[config.mk]
export PLATFORM = sky130hd
export DESIGN_NAME = sls_top
export DESIGN_NICKNAME = d
export VERILOG_FILES = /design/src/sls_pkg.sv /design/src/sls_top.sv
export VERILOG_INCLUDE_DIRS = /design/src /design/src/src
export SDC_FILE = /design/constraint.sdc
export NUM_CORES = 1
export LEC_CHECK = 0
export ABC_AREA = 1
export BUFFER_PORTS_ARGS = -buffer_cell sky130_fd_sc_hd__buf_2
export CAP_MARGIN = 20
export CORE_MARGIN = 2
export CORE_UTILIZATION = 55
export CTS_CLUSTER_SIZE = 25
export DETAILED_ROUTE_END_ITERATION = 6
export GPL_TIMING_DRIVEN = 0
export PLACE_DENSITY = 0.82
export SYNTH_ARGS = -nofsm -noshare
export SYNTH_HDL_FRONTEND = slang
export SYNTH_SLANG_ARGS = --single-unit
[constraint.sdc]
create_clock -name i_ref_clk -period 9.6 [get_ports i_ref_clk]
set_clock_uncertainty 0.2 [all_clocks]
set_input_delay 0.48 -clock i_ref_clk [delete_from_list [all_inputs] [get_ports i_ref_clk]]
set_output_delay 0.48 -clock i_ref_clk [all_outputs]
set_load 0.05 [all_outputs]
[src/sls_defs.svh]
`ifndef SLS_DEFS_SVH
`define SLS_DEFS_SVH

// Register byte offsets on the Avalon-MM slave
`define SLS_OFF_CTRL 8'h00
`define SLS_OFF_STATUS 8'h04
`define SLS_OFF_OPERAND 8'h08
`define SLS_OFF_STACK 8'h0C
`define SLS_OFF_ENTRY 8'h10
`define SLS_OFF_VMCR 8'h14
`define SLS_OFF_PEND 8'h18

// Control register fields
`define SLS_CTRL_START 0
`define SLS_CTRL_MP_EN 1
`define SLS_CTRL_GATE_SET 2

// Virtualisation control register fields
`define SLS_VMCR_DEBUG_DISABLE 0
`define SLS_VMCR_INIT_REDIRECT 1
`define SLS_VMCR_A20_MASK_DISABLE 2
`define SLS_VMCR_ALL_SET 3'h7

// Pending interrupt lanes
`define SLS_IRQ_DEV 0
`define SLS_IRQ_NMI 1
`define SLS_IRQ_SMI 2
`define SLS_IRQ_INIT 3

// Launch constants
`define SLS_CS_SELECTOR 16'h0008
`define SLS_SS_SELECTOR 16'h0010
`define SLS_SEG_BASE 32'h00000000
`define SLS_SEG_LIMIT 32'hFFFFFFFF
`define SLS_BLOCK_MASK 32'hFFFF0000
`define SLS_BLOCK_SIZE 32'h00010000
`define SLS_WORD_BYTES 32'h00000004

// Reset values
`define SLS_RST_WORD 32'h00000000
`define SLS_RST_GATE 1'b1

`endif

[src/sls_pkg.sv]
package sls_pkg;

	// Launch sequencer states
	typedef enum logic [3:0] {
		SLS_IDLE = 4'h0,
		SLS_REINIT = 4'h1,
		SLS_GUARD = 4'h2,
		SLS_SHAKE = 4'h3,
		SLS_FETCH = 4'h4,
		SLS_SEND = 4'h5,
		SLS_HASH = 4'h6,
		SLS_MASK = 4'h7,
		SLS_STACK = 4'h8,
		SLS_JUMP = 4'h9
	} sls_state_t;

	// Transaction kinds toward the trusted module, unique to the launch
	typedef enum logic [1:0] {
		SLS_TK_NONE = 2'h0,
		SLS_TK_IMAGE = 2'h1,
		SLS_TK_HASH_END = 2'h2
	} sls_tkind_t;

	// Processor state imposed by the launch
	typedef struct packed {
		logic [15:0] cs_sel;
		logic [15:0] ss_sel;
		logic cs_readonly;
		logic ss_rw_expand_up;
		logic [31:0] seg_base;
		logic [31:0] seg_limit;
		logic prot_mode;
		logic paging_en;
		logic data_seg_real16;
		logic gpr_clear;
		logic extended_features_register_clear;
		logic prot_msr_clear;
	} sls_arch_t;

	// Stream toward the trusted module through the I/O hub
	typedef struct packed {
		logic valid;
		sls_tkind_t kind;
		logic [31:0] data;
	} sls_tpm_t;

	// Image memory read request
	typedef struct packed {
		logic rd;
		logic [31:0] addr;
	} sls_mem_t;

	// Complete state of the sequencer
	typedef struct packed {
		sls_state_t st;
		logic wait_reg;
		logic [31:0] rdata;
		logic [31:0] operand;
		logic [31:0] stack_pointer_register;
		logic [31:0] eip;
		logic [15:0] entry;
		logic [14:0] nwords;
		logic [14:0] idx;
		logic mp_en;
		logic [2:0] vmcr;
		logic debug_en;
		logic gate;
		logic guard_en;
		logic halted;
		logic done;
		logic jump;
		logic trap_block;
		logic ipi_req;
		logic [3:0] pend;
		logic [3:0] deliver;
		logic [3:0] irq_s1;
		logic [3:0] irq_s2;
		logic [1:0] ack_s;
		logic [1:0] shut_s;
		sls_arch_t arch;
		sls_mem_t mem;
		sls_tpm_t tpm;
	} sls_regs_t;

endpackage : sls_pkg

[src/sls_top.sv]
// Decided for this implementation: the Avalon-MM interface to the registers and the placing of the registers.
`timescale 1ns/1ps
`include "sls_defs.svh"
// Contract
// - Reinitialise as for init, then flat 32-bit protected mode, paging off.
// - Code selector 8h read-only, stack selector 10h read/write; base 0, limit 4G.
// - The four data segments stay 16-bit real-mode segments.
// - Clear general registers except operand, identification and stack pointer.
// - Keep caches and control registers; clear extended features and protection MSRs.
// - Set debug-disable, init-redirect and A20-mask-disable flags to one.
// - Block base is operand with bits 15:0 cleared, written back.
// - Enable guard blocking device access to the 64 KiB block.
// - Multiprocessor handshake after the guard, before sending the image.
// - Read the image and send it with launch-only transactions.
// - After the transfer, tell the module to finish hash and check.
// - Clear the global interrupt gate so loader code runs atomically.
// - Shutdown while the gate is clear restarts only on hardware reset.
// - Stack pointer becomes block base plus 65536.
// - Jump to block base plus the 16-bit entry offset.
// - No wait for a verdict; the loader always starts.
// - No breakpoint or single-step traps during the launch.
// - Interrupts stay pending until software sets the gate.
// - Hardware debug off during launch; clearing debug-disable re-enables it.
module sls_top (
	// Clock and reset
	input wire logic i_ref_clk,
	input wire logic i_rst,
	// Avalon-MM register slave
	input wire logic [7:0] i_avs_address,
	input wire logic i_avs_read,
	input wire logic i_avs_write,
	input wire logic [31:0] i_avs_writedata,
	output logic [31:0] o_avs_readdata,
	output logic o_avs_waitrequest,
	// Image memory read port
	output sls_pkg::sls_mem_t o_mem,
	input wire logic i_mem_valid,
	input wire logic [31:0] i_mem_rdata,
	// Trusted module stream through the I/O hub
	output sls_pkg::sls_tpm_t o_tpm,
	input wire logic i_tpm_ready,
	// Interprocessor handshake pins
	output logic o_ipi_req,
	input wire logic i_ipi_ack,
	// Interrupt and shutdown pins
	input wire logic [3:0] i_irq,
	input wire logic i_shutdown,
	output logic [3:0] o_irq_deliver,
	// Processor state outputs
	output sls_pkg::sls_arch_t o_arch,
	output logic [31:0] o_operand,
	output logic [31:0] o_stack_ptr,
	output logic [31:0] o_entry_addr,
	output logic o_jump,
	output logic o_guard_en,
	output logic [31:0] o_guard_base,
	output logic o_gate,
	output logic o_trap_block,
	output logic o_debug_en,
	output logic o_halted
);
	import sls_pkg::*;

	sls_regs_t s_reg;
	sls_regs_t s_next;

	// Register read decode, shared by the bus answer and nothing else wide
	function automatic logic [31:0] reg_read(input logic [7:0] a, input sls_regs_t r);
		logic busy;
		busy = (r.st != SLS_IDLE);
		case ({a[7:2], 2'b00})
			`SLS_OFF_CTRL: reg_read = {30'h0, r.mp_en, 1'b0};
			`SLS_OFF_STATUS: reg_read = {24'h0, r.st, r.halted, r.guard_en, r.gate, busy};
			`SLS_OFF_OPERAND: reg_read = r.operand;
			`SLS_OFF_STACK: reg_read = r.stack_pointer_register;
			`SLS_OFF_ENTRY: reg_read = r.eip;
			`SLS_OFF_VMCR: reg_read = {29'h0, r.vmcr};
			`SLS_OFF_PEND: reg_read = {28'h0, r.pend};
			default: reg_read = 32'h00000000;
		endcase
	endfunction : reg_read

	// Word address inside the block
	function automatic logic [31:0] word_addr(input logic [31:0] base, input logic [14:0] i);
		word_addr = base + {15'h0, i, 2'b00};
	endfunction : word_addr

	logic bus_req;
	logic bus_wr;
	logic [16:0] len_round;
	assign bus_req = i_avs_read | i_avs_write;
	// Write lands only on the edge where the master sees waitrequest low
	assign bus_wr = i_avs_write & ~s_reg.wait_reg;
	// Image length in whole words, rounded up
	assign len_round = {1'b0, i_mem_rdata[31:16]} + 17'h00003;

	// Next-state logic for the whole block
	always_comb begin
		s_next = s_reg;
		s_next.jump = 1'b0;
		s_next.arch.gpr_clear = 1'b0;
		s_next.arch.extended_features_register_clear = 1'b0;
		s_next.arch.prot_msr_clear = 1'b0;
		s_next.deliver = 4'h0;

		// Two-flop synchronisers for pins
		s_next.irq_s1 = i_irq;
		s_next.irq_s2 = s_reg.irq_s1;
		s_next.ack_s = {s_reg.ack_s[0], i_ipi_ack};
		s_next.shut_s = {s_reg.shut_s[0], i_shutdown};

		// One wait cycle per access, then the answer
		s_next.wait_reg = ~(bus_req & s_reg.wait_reg);
		if (bus_req & s_reg.wait_reg) begin
			s_next.rdata = reg_read(i_avs_address, s_reg);
		end

		// Pending lanes: a new request wins over delivery in the same cycle
		if (s_reg.gate && s_reg.st == SLS_IDLE) begin
			s_next.deliver = s_reg.pend;
			s_next.pend = s_reg.irq_s2;
		end else begin
			s_next.pend = s_reg.pend | s_reg.irq_s2;
		end

		// Software register writes
		if (bus_wr) begin
			case ({i_avs_address[7:2], 2'b00})
				`SLS_OFF_CTRL: begin
					s_next.mp_en = i_avs_writedata[`SLS_CTRL_MP_EN];
					if (i_avs_writedata[`SLS_CTRL_GATE_SET]) begin
						s_next.gate = 1'b1;
					end
					if (i_avs_writedata[`SLS_CTRL_START] && s_reg.st == SLS_IDLE
						&& !s_reg.halted) begin
						s_next.st = SLS_REINIT;
						s_next.done = 1'b0;
						s_next.trap_block = 1'b1;
					end
				end
				`SLS_OFF_OPERAND: begin
					if (s_reg.st == SLS_IDLE) begin
						s_next.operand = i_avs_writedata;
					end
				end
				`SLS_OFF_VMCR: begin
					// Clearing debug-disable here brings the debug features back
					s_next.vmcr = i_avs_writedata[2:0];
				end
				default: begin
				end
			endcase
		end

		// Shutdown with the gate clear is terminal until reset
		if (s_reg.shut_s[1] && !s_reg.gate) begin
			s_next.halted = 1'b1;
		end

		// Launch sequence, one step after another
		case (s_reg.st)
			SLS_IDLE: begin
			end
			SLS_REINIT: begin
				s_next.arch.prot_mode = 1'b1;
				s_next.arch.paging_en = 1'b0;
				s_next.arch.cs_sel = `SLS_CS_SELECTOR;
				s_next.arch.ss_sel = `SLS_SS_SELECTOR;
				s_next.arch.cs_readonly = 1'b1;
				s_next.arch.ss_rw_expand_up = 1'b1;
				s_next.arch.seg_base = `SLS_SEG_BASE;
				s_next.arch.seg_limit = `SLS_SEG_LIMIT;
				s_next.arch.data_seg_real16 = 1'b1;
				s_next.arch.gpr_clear = 1'b1;
				s_next.arch.extended_features_register_clear = 1'b1;
				s_next.arch.prot_msr_clear = 1'b1;
				s_next.vmcr = `SLS_VMCR_ALL_SET;
				s_next.st = SLS_GUARD;
			end
			SLS_GUARD: begin
				s_next.operand = s_reg.operand & `SLS_BLOCK_MASK;
				s_next.guard_en = 1'b1;
				s_next.idx = 15'h0000;
				s_next.nwords = 15'h0001;
				s_next.ipi_req = s_reg.mp_en;
				s_next.st = s_reg.mp_en ? SLS_SHAKE : SLS_FETCH;
			end
			SLS_SHAKE: begin
				// Wait for the other processors before any image leaves
				if (s_reg.ack_s[1]) begin
					s_next.ipi_req = 1'b0;
					s_next.st = SLS_FETCH;
				end
			end
			SLS_FETCH: begin
				s_next.mem.rd = 1'b1;
				s_next.mem.addr = word_addr(s_reg.operand, s_reg.idx);
				if (s_reg.mem.rd && i_mem_valid) begin
					s_next.mem.rd = 1'b0;
					if (s_reg.idx == 15'h0000) begin
						s_next.entry = i_mem_rdata[15:0];
						// Header word is always sent, even for a zero length
						if (len_round[16:2] != 15'h0000) begin
							s_next.nwords = len_round[16:2];
						end
					end
					s_next.tpm.valid = 1'b1;
					s_next.tpm.kind = SLS_TK_IMAGE;
					s_next.tpm.data = i_mem_rdata;
					s_next.st = SLS_SEND;
				end
			end
			SLS_SEND: begin
				if (i_tpm_ready) begin
					s_next.idx = s_reg.idx + 15'h0001;
					if (s_reg.idx + 15'h0001 == s_reg.nwords) begin
						s_next.tpm.kind = SLS_TK_HASH_END;
						s_next.tpm.data = `SLS_RST_WORD;
						s_next.st = SLS_HASH;
					end else begin
						s_next.tpm.valid = 1'b0;
						s_next.tpm.kind = SLS_TK_NONE;
						s_next.st = SLS_FETCH;
					end
				end
			end
			SLS_HASH: begin
				// Only the hub's acceptance is awaited, never a verdict
				if (i_tpm_ready) begin
					s_next.tpm.valid = 1'b0;
					s_next.tpm.kind = SLS_TK_NONE;
					s_next.st = SLS_MASK;
				end
			end
			SLS_MASK: begin
				s_next.gate = 1'b0;
				s_next.st = SLS_STACK;
			end
			SLS_STACK: begin
				s_next.stack_pointer_register = s_reg.operand + `SLS_BLOCK_SIZE;
				s_next.st = SLS_JUMP;
			end
			SLS_JUMP: begin
				s_next.eip = s_reg.operand + {16'h0000, s_reg.entry};
				s_next.jump = 1'b1;
				s_next.done = 1'b1;
				s_next.trap_block = 1'b0;
				s_next.st = SLS_IDLE;
			end
			default: begin
				s_next.st = SLS_IDLE;
			end
		endcase

		// Debug enable has its own flop, updated on the same edge as the flag
		s_next.debug_en = ~s_next.vmcr[`SLS_VMCR_DEBUG_DISABLE];
	end

	// State register; reset loads constants only
	always_ff @(posedge i_ref_clk or posedge i_rst) begin
		if (i_rst) begin
			s_reg <= '0;
			s_reg.st <= SLS_IDLE;
			s_reg.wait_reg <= 1'b1;
			s_reg.gate <= `SLS_RST_GATE;
			s_reg.debug_en <= 1'b1;
		end else begin
			s_reg <= s_next;
		end
	end

	// Outputs straight from the state flops
	assign o_avs_readdata = s_reg.rdata;
	assign o_avs_waitrequest = s_reg.wait_reg;
	assign o_mem = s_reg.mem;
	assign o_tpm = s_reg.tpm;
	assign o_ipi_req = s_reg.ipi_req;
	assign o_irq_deliver = s_reg.deliver;
	assign o_arch = s_reg.arch;
	assign o_operand = s_reg.operand;
	assign o_stack_ptr = s_reg.stack_pointer_register;
	assign o_entry_addr = s_reg.eip;
	assign o_jump = s_reg.jump;
	assign o_guard_en = s_reg.guard_en;
	assign o_guard_base = s_reg.operand;
	assign o_gate = s_reg.gate;
	assign o_trap_block = s_reg.trap_block;
	// Debug features follow the inverted debug-disable flag
	assign o_debug_en = s_reg.debug_en;
	assign o_halted = s_reg.halted;
endmodule : sls_top

Yosys cells after proc, flatten, opt, wreduce, memory -nomap -nowiden. Index checks and enable logic that the tools add are counted.

Word-level logic and storage cells: 160. Bits in registers: 283. Input port bits: 84.

Multiplexer cells: 46. $add $sub $neg: 5. Reduce and logical (&&, ||, !) cells: 41. Bitwise gates (word level): 8. Equal/unequal tests: 24.

Operators with widths (number): 32-bit case mux with 7 select lines (1); 35-bit two-way mux (2); 16-bit two-way mux (4); 32-bit case mux with 2 select lines (1); 15-bit two-way mux (4); 15-bit case mux with 2 select lines (2); 4-bit two-way mux (9); 4-bit case mux with 9 select lines (1); 32-bit by 16-bit adder with 32-bit output (1); 32-bit by 17-bit adder with 32-bit output (1); 32-bit by 17-bit adder with 32-bit output (second input constant) (1); 32-bit two-way mux (1); 2-bit nonzero test (15); 6-bit by 3-bit equality test with 1-bit output (second input constant) (3); 3-bit two-way mux (6); 16-bit by 2-bit adder with 17-bit output (second input constant) (1); 4-bit by 3-bit equality test with 1-bit output (second input constant) (4); 2-bit != test (second input constant) (8); 4-bit AND reduction (4); 15-bit by 1-bit adder with 15-bit output (second input constant) (1); 15-bit equality test (1); 15-bit zero test (1); 15-bit nonzero test (1); 6-bit by 2-bit equality test with 1-bit output (second input constant) (2); other kinds (21) (49).

Logic depth before layout (Yosys ltp). Gate-level depths: netlist (run 1).

Depth in word-level cells: 8. Depth in mapped cells: 17. Gate-level depth less buffers: 16.

Least setup slack after synthesis (run 1). Ideal clock, no wire load.

Path kind: register to register. Start point: reg s_reg[204] (netlist bit). End point: reg s_reg (netlist bit o_mem[26]). Data required time: 9317 ps. Stages on the path, launching flop included: 16. Arrival: 2182 ps. Setup slack: 7135 ps. Setup time: 83 ps. Path through: dfrtp_1 -> ha_1 -> inv_1 -> fa_1 -> inv_1 -> nand2_1 -> o21ai_0 -> nand2_1 -> nand2_1 -> nand2_1 -> nand2_1 -> nand2_1 -> nand2_1 -> nand2_1 -> xor2_1 -> o21ai_0.

Cells in the longest elaborated chain, start to end: 1.

Ends and longest elaborated chain: start: declaration (RTL line sls_top.sv:64) `sls_regs_t s_reg;`; start signal: assignment (RTL line sls_top.sv:268) `s_reg <= s_next;`; 32-bit by 17-bit adder with 32-bit output (RTL line sls_top.sv:85) `word_addr = base + {15'h0, i, 2'b00};`.

No other way between the ends. A chain may end at the register's enable or synchronous reset.

Final worst setup path (run 1).
Start point: reg s_reg (netlist bit o_guard_base[3]). End point: reg s_reg (netlist bit o_mem[30]).

The elaborated chain is that of the path after synthesis.

==> results of run 1 <==
-- layout make-up --
| type | instances | area (µm²) |
|---|---|---|
| Inverter | 238 | 901 |
| Fill cell | 2650 | 9940 |
| Buffer | 403 | 2830 |
| Clock inverter | 16 | 178 |
| Tap cell | 402 | 503 |
| Multi-Input combinational cell | 1446 | 6970 |
| Clock buffer | 40 | 860 |
| Sequential cell | 280 | 7010 |
| Timing Repair Buffer | 395 | 2190 |
-- synthesized netlist by cell type (all sizes together) (11+ instances only) --
| cell | count | area share (%) |
|---|---|---|
| nand3 | 147 | 4.2 |
| inv | 237 | 5.1 |
| nand2 | 566 | 12 |
| nor3 | 19 | 0.54 |
| clkbuf | 44 | 0.95 |
| a22oi | 18 | 0.77 |
| o22ai | 24 | 0.86 |
| o21ai | 167 | 4.8 |
| a21oi | 74 | 2.1 |
| nand4 | 33 | 1.2 |
| ha | 34 | 2.4 |
| buf | 359 | 15 |
| or2 | 11 | 0.39 |
| a31oi | 19 | 0.68 |
| nor2 | 198 | 4.5 |
| xor2 | 27 | 1.4 |
| dfrtp | 277 | 40 |
-- cell usage in the layout, fill, tap and decap left out, drive strengths merged, types with 24 or more instances in the layout --
master and n:
buf 724, a21oi 74, inv 238, xor2 27, nor2 198, o21ai 167
dlygate4sd3 30, ha 34, nand2 566, nand4 33, dfrtp 277, o22ai 24
conb 63, clkbuf 84, nand3 147
-- tightest hold or removal path: cells and delay by family --
family                 cells  cell delay [ns]
buffers and inverters      1             0.10
AOI/OAI and AO/OA          1             0.08
and+or+nand+nor            1             0.07
-- report_power, final --
| part | total, mW | switching (mW) | internal [mW] |
|---|---|---|---|
| clock | 1.21 | 0.501 | 0.711 |
| sequential | 1.85 | 0.345 | 1.50 |
| combinational | 3.40 | 2.36 | 1.04 |
| total | 6.46 | 3.20 | 3.25 |
-- cell families (layout without fill, tap and decap cells) --
family	count (synthesis)	count (layout)
AOI/OAI and AO/OA	330	330
buffers and inverters	641	1092
DFF	280	280
xor gates and xnor gates	35	35
and+or+nand+nor	982	982
adders and majority gates	36	36
other	1	63
-- what timing repair did --
item	in CTS	in global routing
hold buffers	30	0
setup endpoints to repair	0	0
hold endpoints to repair	68	0
gates resized for setup	0	0
-- stage by stage --
| step | util (%) | cells | hold slack, ns | setup TNS, ns |
|---|---|---|---|---|
| after floorplan | - | 2367 | 0.131 | 0 |
| after global placement | 63.8 | 3131 | 0.136 | -482.60 |
| after detailed placement | 64.0 | 3133 | 0.135 | 0 |
| after CTS | 68.2 | 3219 | 0.00109 | 0 |
| after global routing | 68.3 | 3220 | 0.0242 | 0 |
| final | 68.3 | 3220 | 0.00366 | 0 |
-- worst paths after layout --
check | slack [ns] | cells after the start | to
setup reg to reg | 6.40 | 15 | o_mem[30]
hold reg to reg | 0.15 | 0 | s_reg[178]
min in group asynchronous | 0.24 | 3 | o_tpm[20]
setup / recovery | 6.40 | 15 | o_mem[30]
max in group asynchronous | 7.51 | 5 | o_stack_ptr[16]
hold / removal | 0.004 | 3 | o_guard_base[14]
-- metal layers --
| layer | wire length, µm | vias to the layer above |
|---|---|---|
| met5 | 13 | - |
| met4 | 2310 | 2 |
| met3 | 5400 | 142 |
| met2 | 25200 | 976 |
| met1 | 23800 | 7859 |
| li1 | - | 7992 |
==> impl_metrics.csv, run 1 <==
group,metric,value,unit
detailed_routing,vias,17000,
synth,ys_seq_elements,280,
place,pre_cts_ws,6.47,ns
place,io_buffers,362,
worst_setup_path,required,9.90,ns
clocking,cts_max_level,1,
timing,worst_slack,6.40,ns
worst_setup_path,cp.buffers_inverters,2,
global_route,grt_pass1_wl,88.2,mm
clocking,worstSkewPairLatency,0.57,ns
timing,fin_crit_sh,33.4,%
synth,yosys_warnings,0,
flow_run,cap_viol_max_count,0,
global_route,grt_use_met2,53.7,%
clocking,cts-root-buf,"clkbuf_16",
detailed_routing,route.detailed.drc,0,
synth,synth_top_family_by_area,"simple AND/OR/NAND/NOR gates",
min_path,min_from,"i_avs_writedata[14]",
worst_setup_path,critPathCaptureType,"flip-flop",
floorplanning,io_pins,428,
finish,area_delta_synth_final,22.7,%
place,gp_congestion,0.986,
detailed_routing,antenna_left,0,
synth,yosysSeqAreaShare,40.1,%
timing,hold_viol,0,
timing,max_freq,0.312,GHz
power,p_leak,11.9,nW
synth,yosys.area_share.xor_xnor,1.84,%
global_route,grt_max_degree,129,
detailed_routing,vias_per_cell,5.27,
synth,postSynthAreaPerCell,7.58,µm²
clocking,cts_sinks,280,
finish,largest_reg_flops,64,
finish,drive_gt1_share,28.8,%
floorplanning,die_y,182,µm
worst_setup_path,max_stage_delay,0.60,ns
finish,design_area,21400,µm²
place,hpwl,44.9,mm
clocking,cts_tree,"done",
floorplanning,fp.coreArea,31400,µm²
global_route,grt_pass1_vias,16000,
synth,synthDistinctLibCells,46,
floorplanning,die_x,182,µm
worst_setup_path,worstSetupStartpointType,"flip-flop",
timing,rsz0062_at_grt,"false",
min_path,hold_path_class,"input pin to flip-flop",
worst_setup_path,crit_chain,"inv_1 -> fa_1 -> inv_1 -> nand2_1 -> o21ai_0 -> nand2_1 -> nand2_1 -> nand2_1 -> nand2_1 -> nand2_1 -> nand2_1 -> nand2_1 -> o21ai_0 -> nand3_1 -> nand2_1",
timing,tightest_slew,0.839,ns
detailed_routing,drt_iter0_drc,1819,
synth,synth_simple_gate_area_share,23.5,%
synth,syn_area,17500,µm²
place,placed_area,20100,µm²
finish,diodes,0,
detailed_routing,drt_wl_total,56.7,mm
finish,final_nets,2914,
status,status,"finished, final reports clean",
timing,fin_crit,3.20,ns
global_route,top_usage_layer,"met2",
worst_setup_path,critPathMaxFanout,6,
timing,setup_violations,0,
clocking,cts_setup_buffers,0,
floorplanning,rows,65,
detailed_routing,wl_per_cell,17.6,µm
synth,synth_fa_ha_area_share,2.66,%
worst_setup_path,r2r_start,"o_guard_base[3]",
global_route,grtUsageMet3,5.51,%
synth,async_flop_share,100,%
synth,synth-main-ff-cell,"dfrtp_1",
global_route,use_met1,46.8,%
global_route,grt_usage,33.8,%
worst_setup_path,cpMostUsedCell,"nand2_1",
power,finalPower,6.46,mW
clocking,clk_path_buf_depth,3,
clocking,clk_pin_slew_worst_paths,0.07,ns
floorplanning,start_util,55.7,%
worst_setup_path,crit_family,"simple AND/OR/NAND/NOR gates",
power,ir_drop,0.238,mV
synth,muxShareOfSynthArea,0,%
synth,synthCells,2305,
floorplanning,dieArea,33200,µm²
timing,drv_slew,0,
worst_setup_path,slowest_stage,"dfrtp_1",
worst_setup_path,crit_type,"flip-flop to flip-flop",
timing,slew_headroom,44.1,%
global_route,grt_remaining_overflow,0,
synth,synth-compound-area-share,10.5,%
power,powerDensity,301,nW/µm²
clocking,numCtsBuffers,30,
detailed_routing,dr.pass1.iters,6,
global_route,antenna_found_initial,1,
worst_setup_path,cp.arrival,3.50,ns
worst_setup_path,crit_start,"o_guard_base[3]",
synth,synth_edf_count,0,
No activity file was read; power rests on OpenSTA's default activity.
==> run 2: changes to the inputs <==
--- a/config.mk
+++ b/config.mk
@@ -6,15 +6,15 @@
 export SDC_FILE = /design/constraint.sdc
 export NUM_CORES = 1
 export LEC_CHECK = 0
-export ABC_AREA = 1
+export ABC_AREA = 0
 export BUFFER_PORTS_ARGS = -buffer_cell sky130_fd_sc_hd__buf_2
 export CAP_MARGIN = 20
 export CORE_MARGIN = 2
-export CORE_UTILIZATION = 55
+export CORE_UTILIZATION = 49
 export CTS_CLUSTER_SIZE = 25
 export DETAILED_ROUTE_END_ITERATION = 6
 export GPL_TIMING_DRIVEN = 0
-export PLACE_DENSITY = 0.82
+export PLACE_DENSITY = 0.78
 export SYNTH_ARGS = -nofsm -noshare
 export SYNTH_HDL_FRONTEND = slang
 export SYNTH_SLANG_ARGS = --single-unit
==> constraint.sdc (replaced) <==
create_clock -name i_ref_clk -period 2.8 [get_ports i_ref_clk]
set_clock_uncertainty 0.2 [all_clocks]
set_input_delay 0.14 -clock i_ref_clk [delete_from_list [all_inputs] [get_ports i_ref_clk]]
set_output_delay 0.14 -clock i_ref_clk [all_outputs]
set_load 0.05 [all_outputs]
==> run 2 against run 1 <==
  * The run now ends with design-rule violations, negative setup slack left
  * Flip-flop and latch count did not move
  * Clock power rose to 3.5 times the previous value
  * Register-to-register slack worse by 6.4 ns
  * Sequential power rose to 3.4 times the previous value
==> impl_metrics.csv, run 2 <==
group,metric,value,unit
finish,mostFrequentLayoutCells,"buf_4 (390), buf_2 (367), nand2_1 (260)",
worst_setup_path,required,3.06,ns
synth,yosysSeqAreaShare,42.3,%
finish,n_fill_cell,2629,
synth,yosysMostFrequentCell,"buf_4",
floorplanning,die_y,188,µm
floorplanning,die_x,188,µm
place,gp_congestion,0.913,
finish,final_nets,2479,
min_path,hold_path_class,"input pin to async pin",
clocking,clk_pin_slew_worst_paths,0.06,ns
worst_setup_path,cp.arrival,3.08,ns
synth,synthDistinctLibCells,78,
timing,slew_headroom,22.6,%
clocking,clk_path_buf_depth,3,
floorplanning,rows,67,
global_route,grt_pass1_vias,14500,
finish,fin_util,66.5,%
worst_setup_path,worstSetupStartpointType,"flip-flop",
floorplanning,start_util,49.6,%
global_route,grt_remaining_overflow,0,
floorplanning,io_pins,428,
detailed_routing,antenna_left,0,
power,p_leak,11.2,nW
worst_setup_path,crit_chain,"ha_4 -> nand3_2 -> o22ai_4 -> a21oi_4 -> or3b_4 -> a2111oi_4 -> xnor2_1 -> o21ai_1",
finish,area_delta_synth_final,34.1,%
timing,setup_violations,1,
worst_setup_path,critPathMaxFanout,5,
place,placedCellCount,2646,
worst_setup_path,reg2reg_to,"o_entry_addr[31]",
detailed_routing,wl_per_cell,19.1,µm
floorplanning,fp.coreArea,33400,µm²
clocking,cts_sinks,280,
finish,design_area,22200,µm²
timing,worst_slack,-0.0201,ns
worst_setup_path,crit_family,"compound AO/OA/AOI/OAI gates",
worst_setup_path,r2r_start,"o_guard_base[4]",
timing,fin_crit_sh,101,%
synth,postSynthAreaPerCell,9.38,µm²
worst_setup_path,cp.buffers_inverters,0,
power,powerDensity,1010,nW/µm²
timing,rsz0062_at_grt,"true",
finish,seq_area,7040,µm²
power,ir_drop,0.901,mV
clocking,cts_tree,"done",
worst_setup_path,max_stage_delay,0.57,ns
finish,final_common_cell,"buf_4",
detailed_routing,dr.pass1.iters,7,
timing,tightest_slew,1.15,ns
worst_setup_path,rr_worst_depth,8,
worst_setup_path,cp.depth,8,
synth,synthDominantCellAreaShare,41.8,%
clocking,numCtsBuffers,30,
detailed_routing,vias_per_cell,5.29,
flow_run,cap_viol_max_count,0,
global_route,grt_pass1_wl,81.6,mm
global_route,grt_max_degree,44,
timing,hold_viol,0,
synth,async_flop_share,100,%
finish,stdcell_count,2830,
place,placed_area,19300,µm²
worst_setup_path,crit_type,"flip-flop to flip-flop",
detailed_routing,drt_iter0_drc,1200,
timing,fin_crit,2.82,ns
timing,whs,0.00630,ns
worst_setup_path,critPathCaptureType,"flip-flop",
place,hpwl,39.2,mm
power,finalPower,22.4,mW
finish,multiInputGateArea,7350,µm²
clocking,cts-root-buf,"clkbuf_16",
detailed_routing,route.detailed.drc,8,
timing,max_freq,0.355,GHz
detailed_routing,drt_wl_total,54.1,mm
timing,drv_slew,0,
global_route,grt_usage,29.5,%
clocking,worstSkewPairLatency,0.58,ns
synth,synth_edf_count,0,
detailed_routing,vias,15000,
synth,synthCells,1767,
finish,largest_reg_flops,64,
synth,yosys_warnings,0,
worst_setup_path,slowest_stage,"dfrtp_4",
synth,syn_area,16600,µm²
place,io_buffers,361,
worst_setup_path,reg2reg_slack,-0.02,ns
synth,synth-main-ff-cell,"dfrtp_1",
synth,ys_top_cells_by_area,"dfrtp_1 (42%), buf_4 (15%), nand2_1 (5.9%), o21ai_0 (5.0%), xnor2_1 (2.6%)",
synth,yosysTopAreaCell,"dfrtp_1",
status,failed_checks,"design-rule violations, negative setup slack",
floorplanning,dieArea,35300,µm²
synth,ys_seq_elements,280,
clocking,cts_max_level,1,
status,status,"finished with violations",
synth,synthTopCellsByCount,"buf_4 (336), dfrtp_1 (277), nand2_1 (262), o21ai_0 (165), clkbuf_1 (73)",
finish,drive_gt1_share,41.2,%
global_route,antenna_found_initial,0,
finish,diodes,0,
[run 2: metrics by stage]
stage	setup slack (ns)	TNS (ns)
2_1_floorplan	-1.24	-345.60
3_5_place_dp	-0.672	-40.02
6_report	-0.0201	-0.0201
3_3_place_gp	-2.74	-809.85
4_1_cts	-0.0203	-0.0272
5_1_grt	-0.0525	-0.375
[run 2: cell families (layout without fill, tap and decap cells)]
group                    after synthesis  in the layout  synth area share, %
multiplexers                          46             46                 3.06
buffers and inverters                453           1006                 18.1
AND/OR/NAND/NOR                      467            467                 13.0
XOR/XNOR                              99             99                 5.31
flip-flops                           280            280                 42.3
other                                  1             63               0.0226
AO/OA/AOI/OAI                        385            385                 15.4
adder cells (fa/ha/maj)               36             36                 2.81
[run 2: worst min-delay path, cell delays in order]
cell,delay (ns)
dlygate4sd3_1,0.53
buf_2,0.13
clkinvlp_4,0.45
[run 2: final cells by class]
type | instances | share of cell area, %
buffer | 420 | 13.2
clock inverter | 14 | 0.946
multi-input combinational | 1096 | 33.0
tap | 448 | 2.52
timing repair buffer | 504 | 14.4
clock buffer | 41 | 3.79
sequential | 280 | 31.7
inverter | 27 | 0.473
[run 2: per-layer routing]
metal  share of wire (%)  track usage [%]
met1                  39             36.7
met2                  50             51.7
met3                 7.3             4.40
met4                 3.9             11.4
met5                   0                0
[run 2: power breakdown]
part	leakage (nW)	switching [mW]	internal [mW]	total (mW)
Clock	0.505	1.73	2.48	4.21
Combinational	7.02	7.48	4.43	11.9
Sequential	3.65	1.18	5.06	6.23
Total	11.2	10.4	12.0	22.4
[run 2: repair_timing]
| action | CTS | global route |
|---|---|---|
| buffers inserted | 31 | 23 |
| hold endpoints to repair | 237 | 0 |
| gates resized for setup | 75 | 81 |
| gates cloned | 1 | 1 |
| hold buffers | 78 | 0 |
| endpoints found under the setup margin | 123 | 121 |
| pin swaps | 11 | 31 |
[run 2: how the worst max path moves through the flow]
stage                               start                to
after floorplan                     i_rst         o_arch[1]
after global placement              i_rst  o_guard_base[29]
after detailed placement  o_guard_base[0]  o_entry_addr[22]
after CTS                 o_guard_base[1]  o_entry_addr[31]
after global routing      o_guard_base[4]  o_entry_addr[31]
final                     o_guard_base[4]  o_entry_addr[31]
==> run 3: changes to the inputs <==
--- a/config.mk
+++ b/config.mk
@@ -9,12 +9,15 @@
 export ABC_AREA = 0
 export BUFFER_PORTS_ARGS = -buffer_cell sky130_fd_sc_hd__buf_2
 export CAP_MARGIN = 20
+export CELL_PAD_IN_SITES_DETAIL_PLACEMENT = 1
+export CELL_PAD_IN_SITES_GLOBAL_PLACEMENT = 1
 export CORE_MARGIN = 2
-export CORE_UTILIZATION = 49
+export CORE_UTILIZATION = 37
 export CTS_CLUSTER_SIZE = 25
 export DETAILED_ROUTE_END_ITERATION = 6
+export GPL_ROUTABILITY_DRIVEN = 1
 export GPL_TIMING_DRIVEN = 0
-export PLACE_DENSITY = 0.78
+export PLACE_DENSITY_LB_ADDON = 0.1
 export SYNTH_ARGS = -nofsm -noshare
 export SYNTH_HDL_FRONTEND = slang
 export SYNTH_SLANG_ARGS = --single-unit
==> run 3 against run 2 <==
  * The flow still finishes with violations (design-rule violations, negative setup slack)
  * Flip-flop and latch count unchanged
  * Utilization decreased by 15 points
  * Cell area increased by 1.9%
  * Wire length increased by 13%
  * Sequential power about the same
==> impl_metrics.csv, run 3 (same netlist as run 2, synthesis figures left out) <==
group,metric,value,unit
timing,drv_slew,0,
worst_setup_path,cpMostUsedCell,"buf_6",
timing,rsz0062_at_grt,"true",
clocking,clk_pin_slew_worst_paths,0.06,ns
worst_setup_path,critPathCaptureType,"flip-flop",
worst_setup_path,cp.arrival,3.08,ns
finish,area_delta_synth_final,36.6,%
power,ir_drop,0.788,mV
clocking,cts_sinks,280,
global_route,grt_pass1_vias,15700,
timing,worst_slack,-0.0609,ns
worst_setup_path,crit_family,"compound AO/OA/AOI/OAI gates",
timing,fin_crit,2.86,ns
flow_run,cap_viol_max_count,0,
power,powerDensity,1010,nW/µm²
detailed_routing,vias_per_cell,4.95,
finish,final_nets,2501,
timing,tightest_slew,0.852,ns
worst_setup_path,critPathMaxFanout,8,
floorplanning,io_pins,428,
worst_setup_path,max_stage_delay,0.39,ns
timing,slew_headroom,42.4,%
detailed_routing,antenna_left,0,
global_route,grt_remaining_overflow,0,
place,io_buffers,361,
timing,max_freq,0.350,GHz
detailed_routing,route.detailed.drc,10,
detailed_routing,dr.pass1.iters,7,
global_route,grt_max_degree,42,
floorplanning,dieArea,46500,µm²
finish,final_common_cell,"buf_4",
worst_setup_path,required,3.02,ns
clocking,cts-root-buf,"clkbuf_16",
min_path,hold_path_class,"input pin to flip-flop",
timing,setup_violations,30,
timing,hold_viol,0,
floorplanning,fp.coreArea,44200,µm²
clocking,numCtsBuffers,35,
clocking,cts_tree,"done",
place,pre_cts_ws,-0.731,ns
floorplanning,die_x,216,µm
timing,whs,0.0397,ns
worst_setup_path,crit_chain,"buf_6 -> and2_4 -> and4b_4 -> mux2_4 -> a2111oi_4 -> nand4b_1 -> o2bb2ai_4 -> buf_6 -> a22o_1",
finish,mostFrequentLayoutCells,"buf_4 (405), buf_2 (367), nand2_1 (260)",
global_route,grt_usage,25.8,%
detailed_routing,drt_wl_total,61.1,mm
clocking,cts_max_level,2,
timing,fin_crit_sh,102,%
worst_setup_path,crit_type,"flip-flop to flip-flop",
status,failed_checks,"design-rule violations, negative setup slack",
floorplanning,die_y,216,µm
finish,drive_gt1_share,42.1,%
global_route,antenna_found_initial,2,
worst_setup_path,slowest_stage,"dfrtp_2",
finish,largest_reg_flops,64,
power,p_leak,11.3,nW
detailed_routing,vias,14900,
place,hpwl,45.0,mm
floorplanning,start_util,37.5,%
floorplanning,rows,77,
global_route,grt_pass1_wl,92.9,mm
detailed_routing,drt_iter0_drc,787,
detailed_routing,wl_per_cell,20.4,µm
clocking,clk_path_buf_depth,3,
worst_setup_path,worstSetupStartpointType,"flip-flop",
place,gp_congestion,0.881,
clocking,worstSkewPairLatency,0.55,ns
status,status,"finished with violations",
worst_setup_path,cp.buffers_inverters,2,
==> run 3: cell count changes in the layout (fill, tap and decap cells not counted), sizes merged <==
| cell | delta |
|---|---|
| bufinv | -2 |
| dlygate4sd3 | -1 |
| buf | +18 |
| clkbuf | +3 |
| diode | +1 |
| clkinvlp | +1 |
| inv | +3 |
| clkinv | +3 |
==> run 3: area by class of cell <==
type / instances / area [µm²]
fill: 5169 / 21600
multi-input combinational: 1096 / 7370
sequential: 280 / 7040
timing repair buffer: 522 / 3350
buffer: 419 / 2920
clock buffer: 44 / 940
tap: 592 / 741
clock inverter: 19 / 170
inverter: 27 / 105
antenna: 1 / 2.50
==> run 3: final timing paths <==
path                                   from               end  slack, ns  depth (start not counted)
max in group asynchronous             i_rst  o_guard_base[23]       0.63                          7
worst min register to register  s_next[176]        s_reg[176]       0.14                          0
worst max-delay path             s_reg[204]         o_tpm[20]      -0.06                          9
worst min-delay path               i_irq[0]       s_next[176]       0.04                          2
worst max register to register   s_reg[204]         o_tpm[20]      -0.06                          9
min in group asynchronous             i_rst  o_irq_deliver[3]       0.59                          4
==> run 3: repair_timing <==
action                                  in CTS  in global routing
endpoints found under the setup margin     147                108
buffers inserted                            45                 26
gates resized for setup                    101                 75
hold buffers                                77                  0
gates cloned                                 2                  1
endpoints found under the hold margin      250                  0
pin swaps                                   20                 31
==> run 3: per-stage QoR <==
step                      utilization (%)  instance area [µm²]  setup TNS, ns  std cells  power, mW
after floorplan                         -                16800        -345.60       1829       14.0
after global placement               43.8                19400        -938.47       2782       16.6
after detailed placement             44.1                19500         -60.88       2790       16.9
after CTS                            50.0                22100        -0.0304       2973       22.3
after global routing                 51.2                22600          -4.14       2999       24.0
final                                51.2                22600          -1.17       3000       22.8
==> run 3: power breakdown <==
group	internal (mW)	switching, mW
logic	4.48	7.63
registers	5.05	1.18
clock network	2.58	1.88
==> run 3: per-layer routing <==
metal	global-route usage [%]	wire length, µm	vias up
li1	-	-	6960
met1	32.1	25500	7372
met2	45.0	30700	416
met3	3.59	2770	101
met4	10.4	2160	4
met5	0	24	-
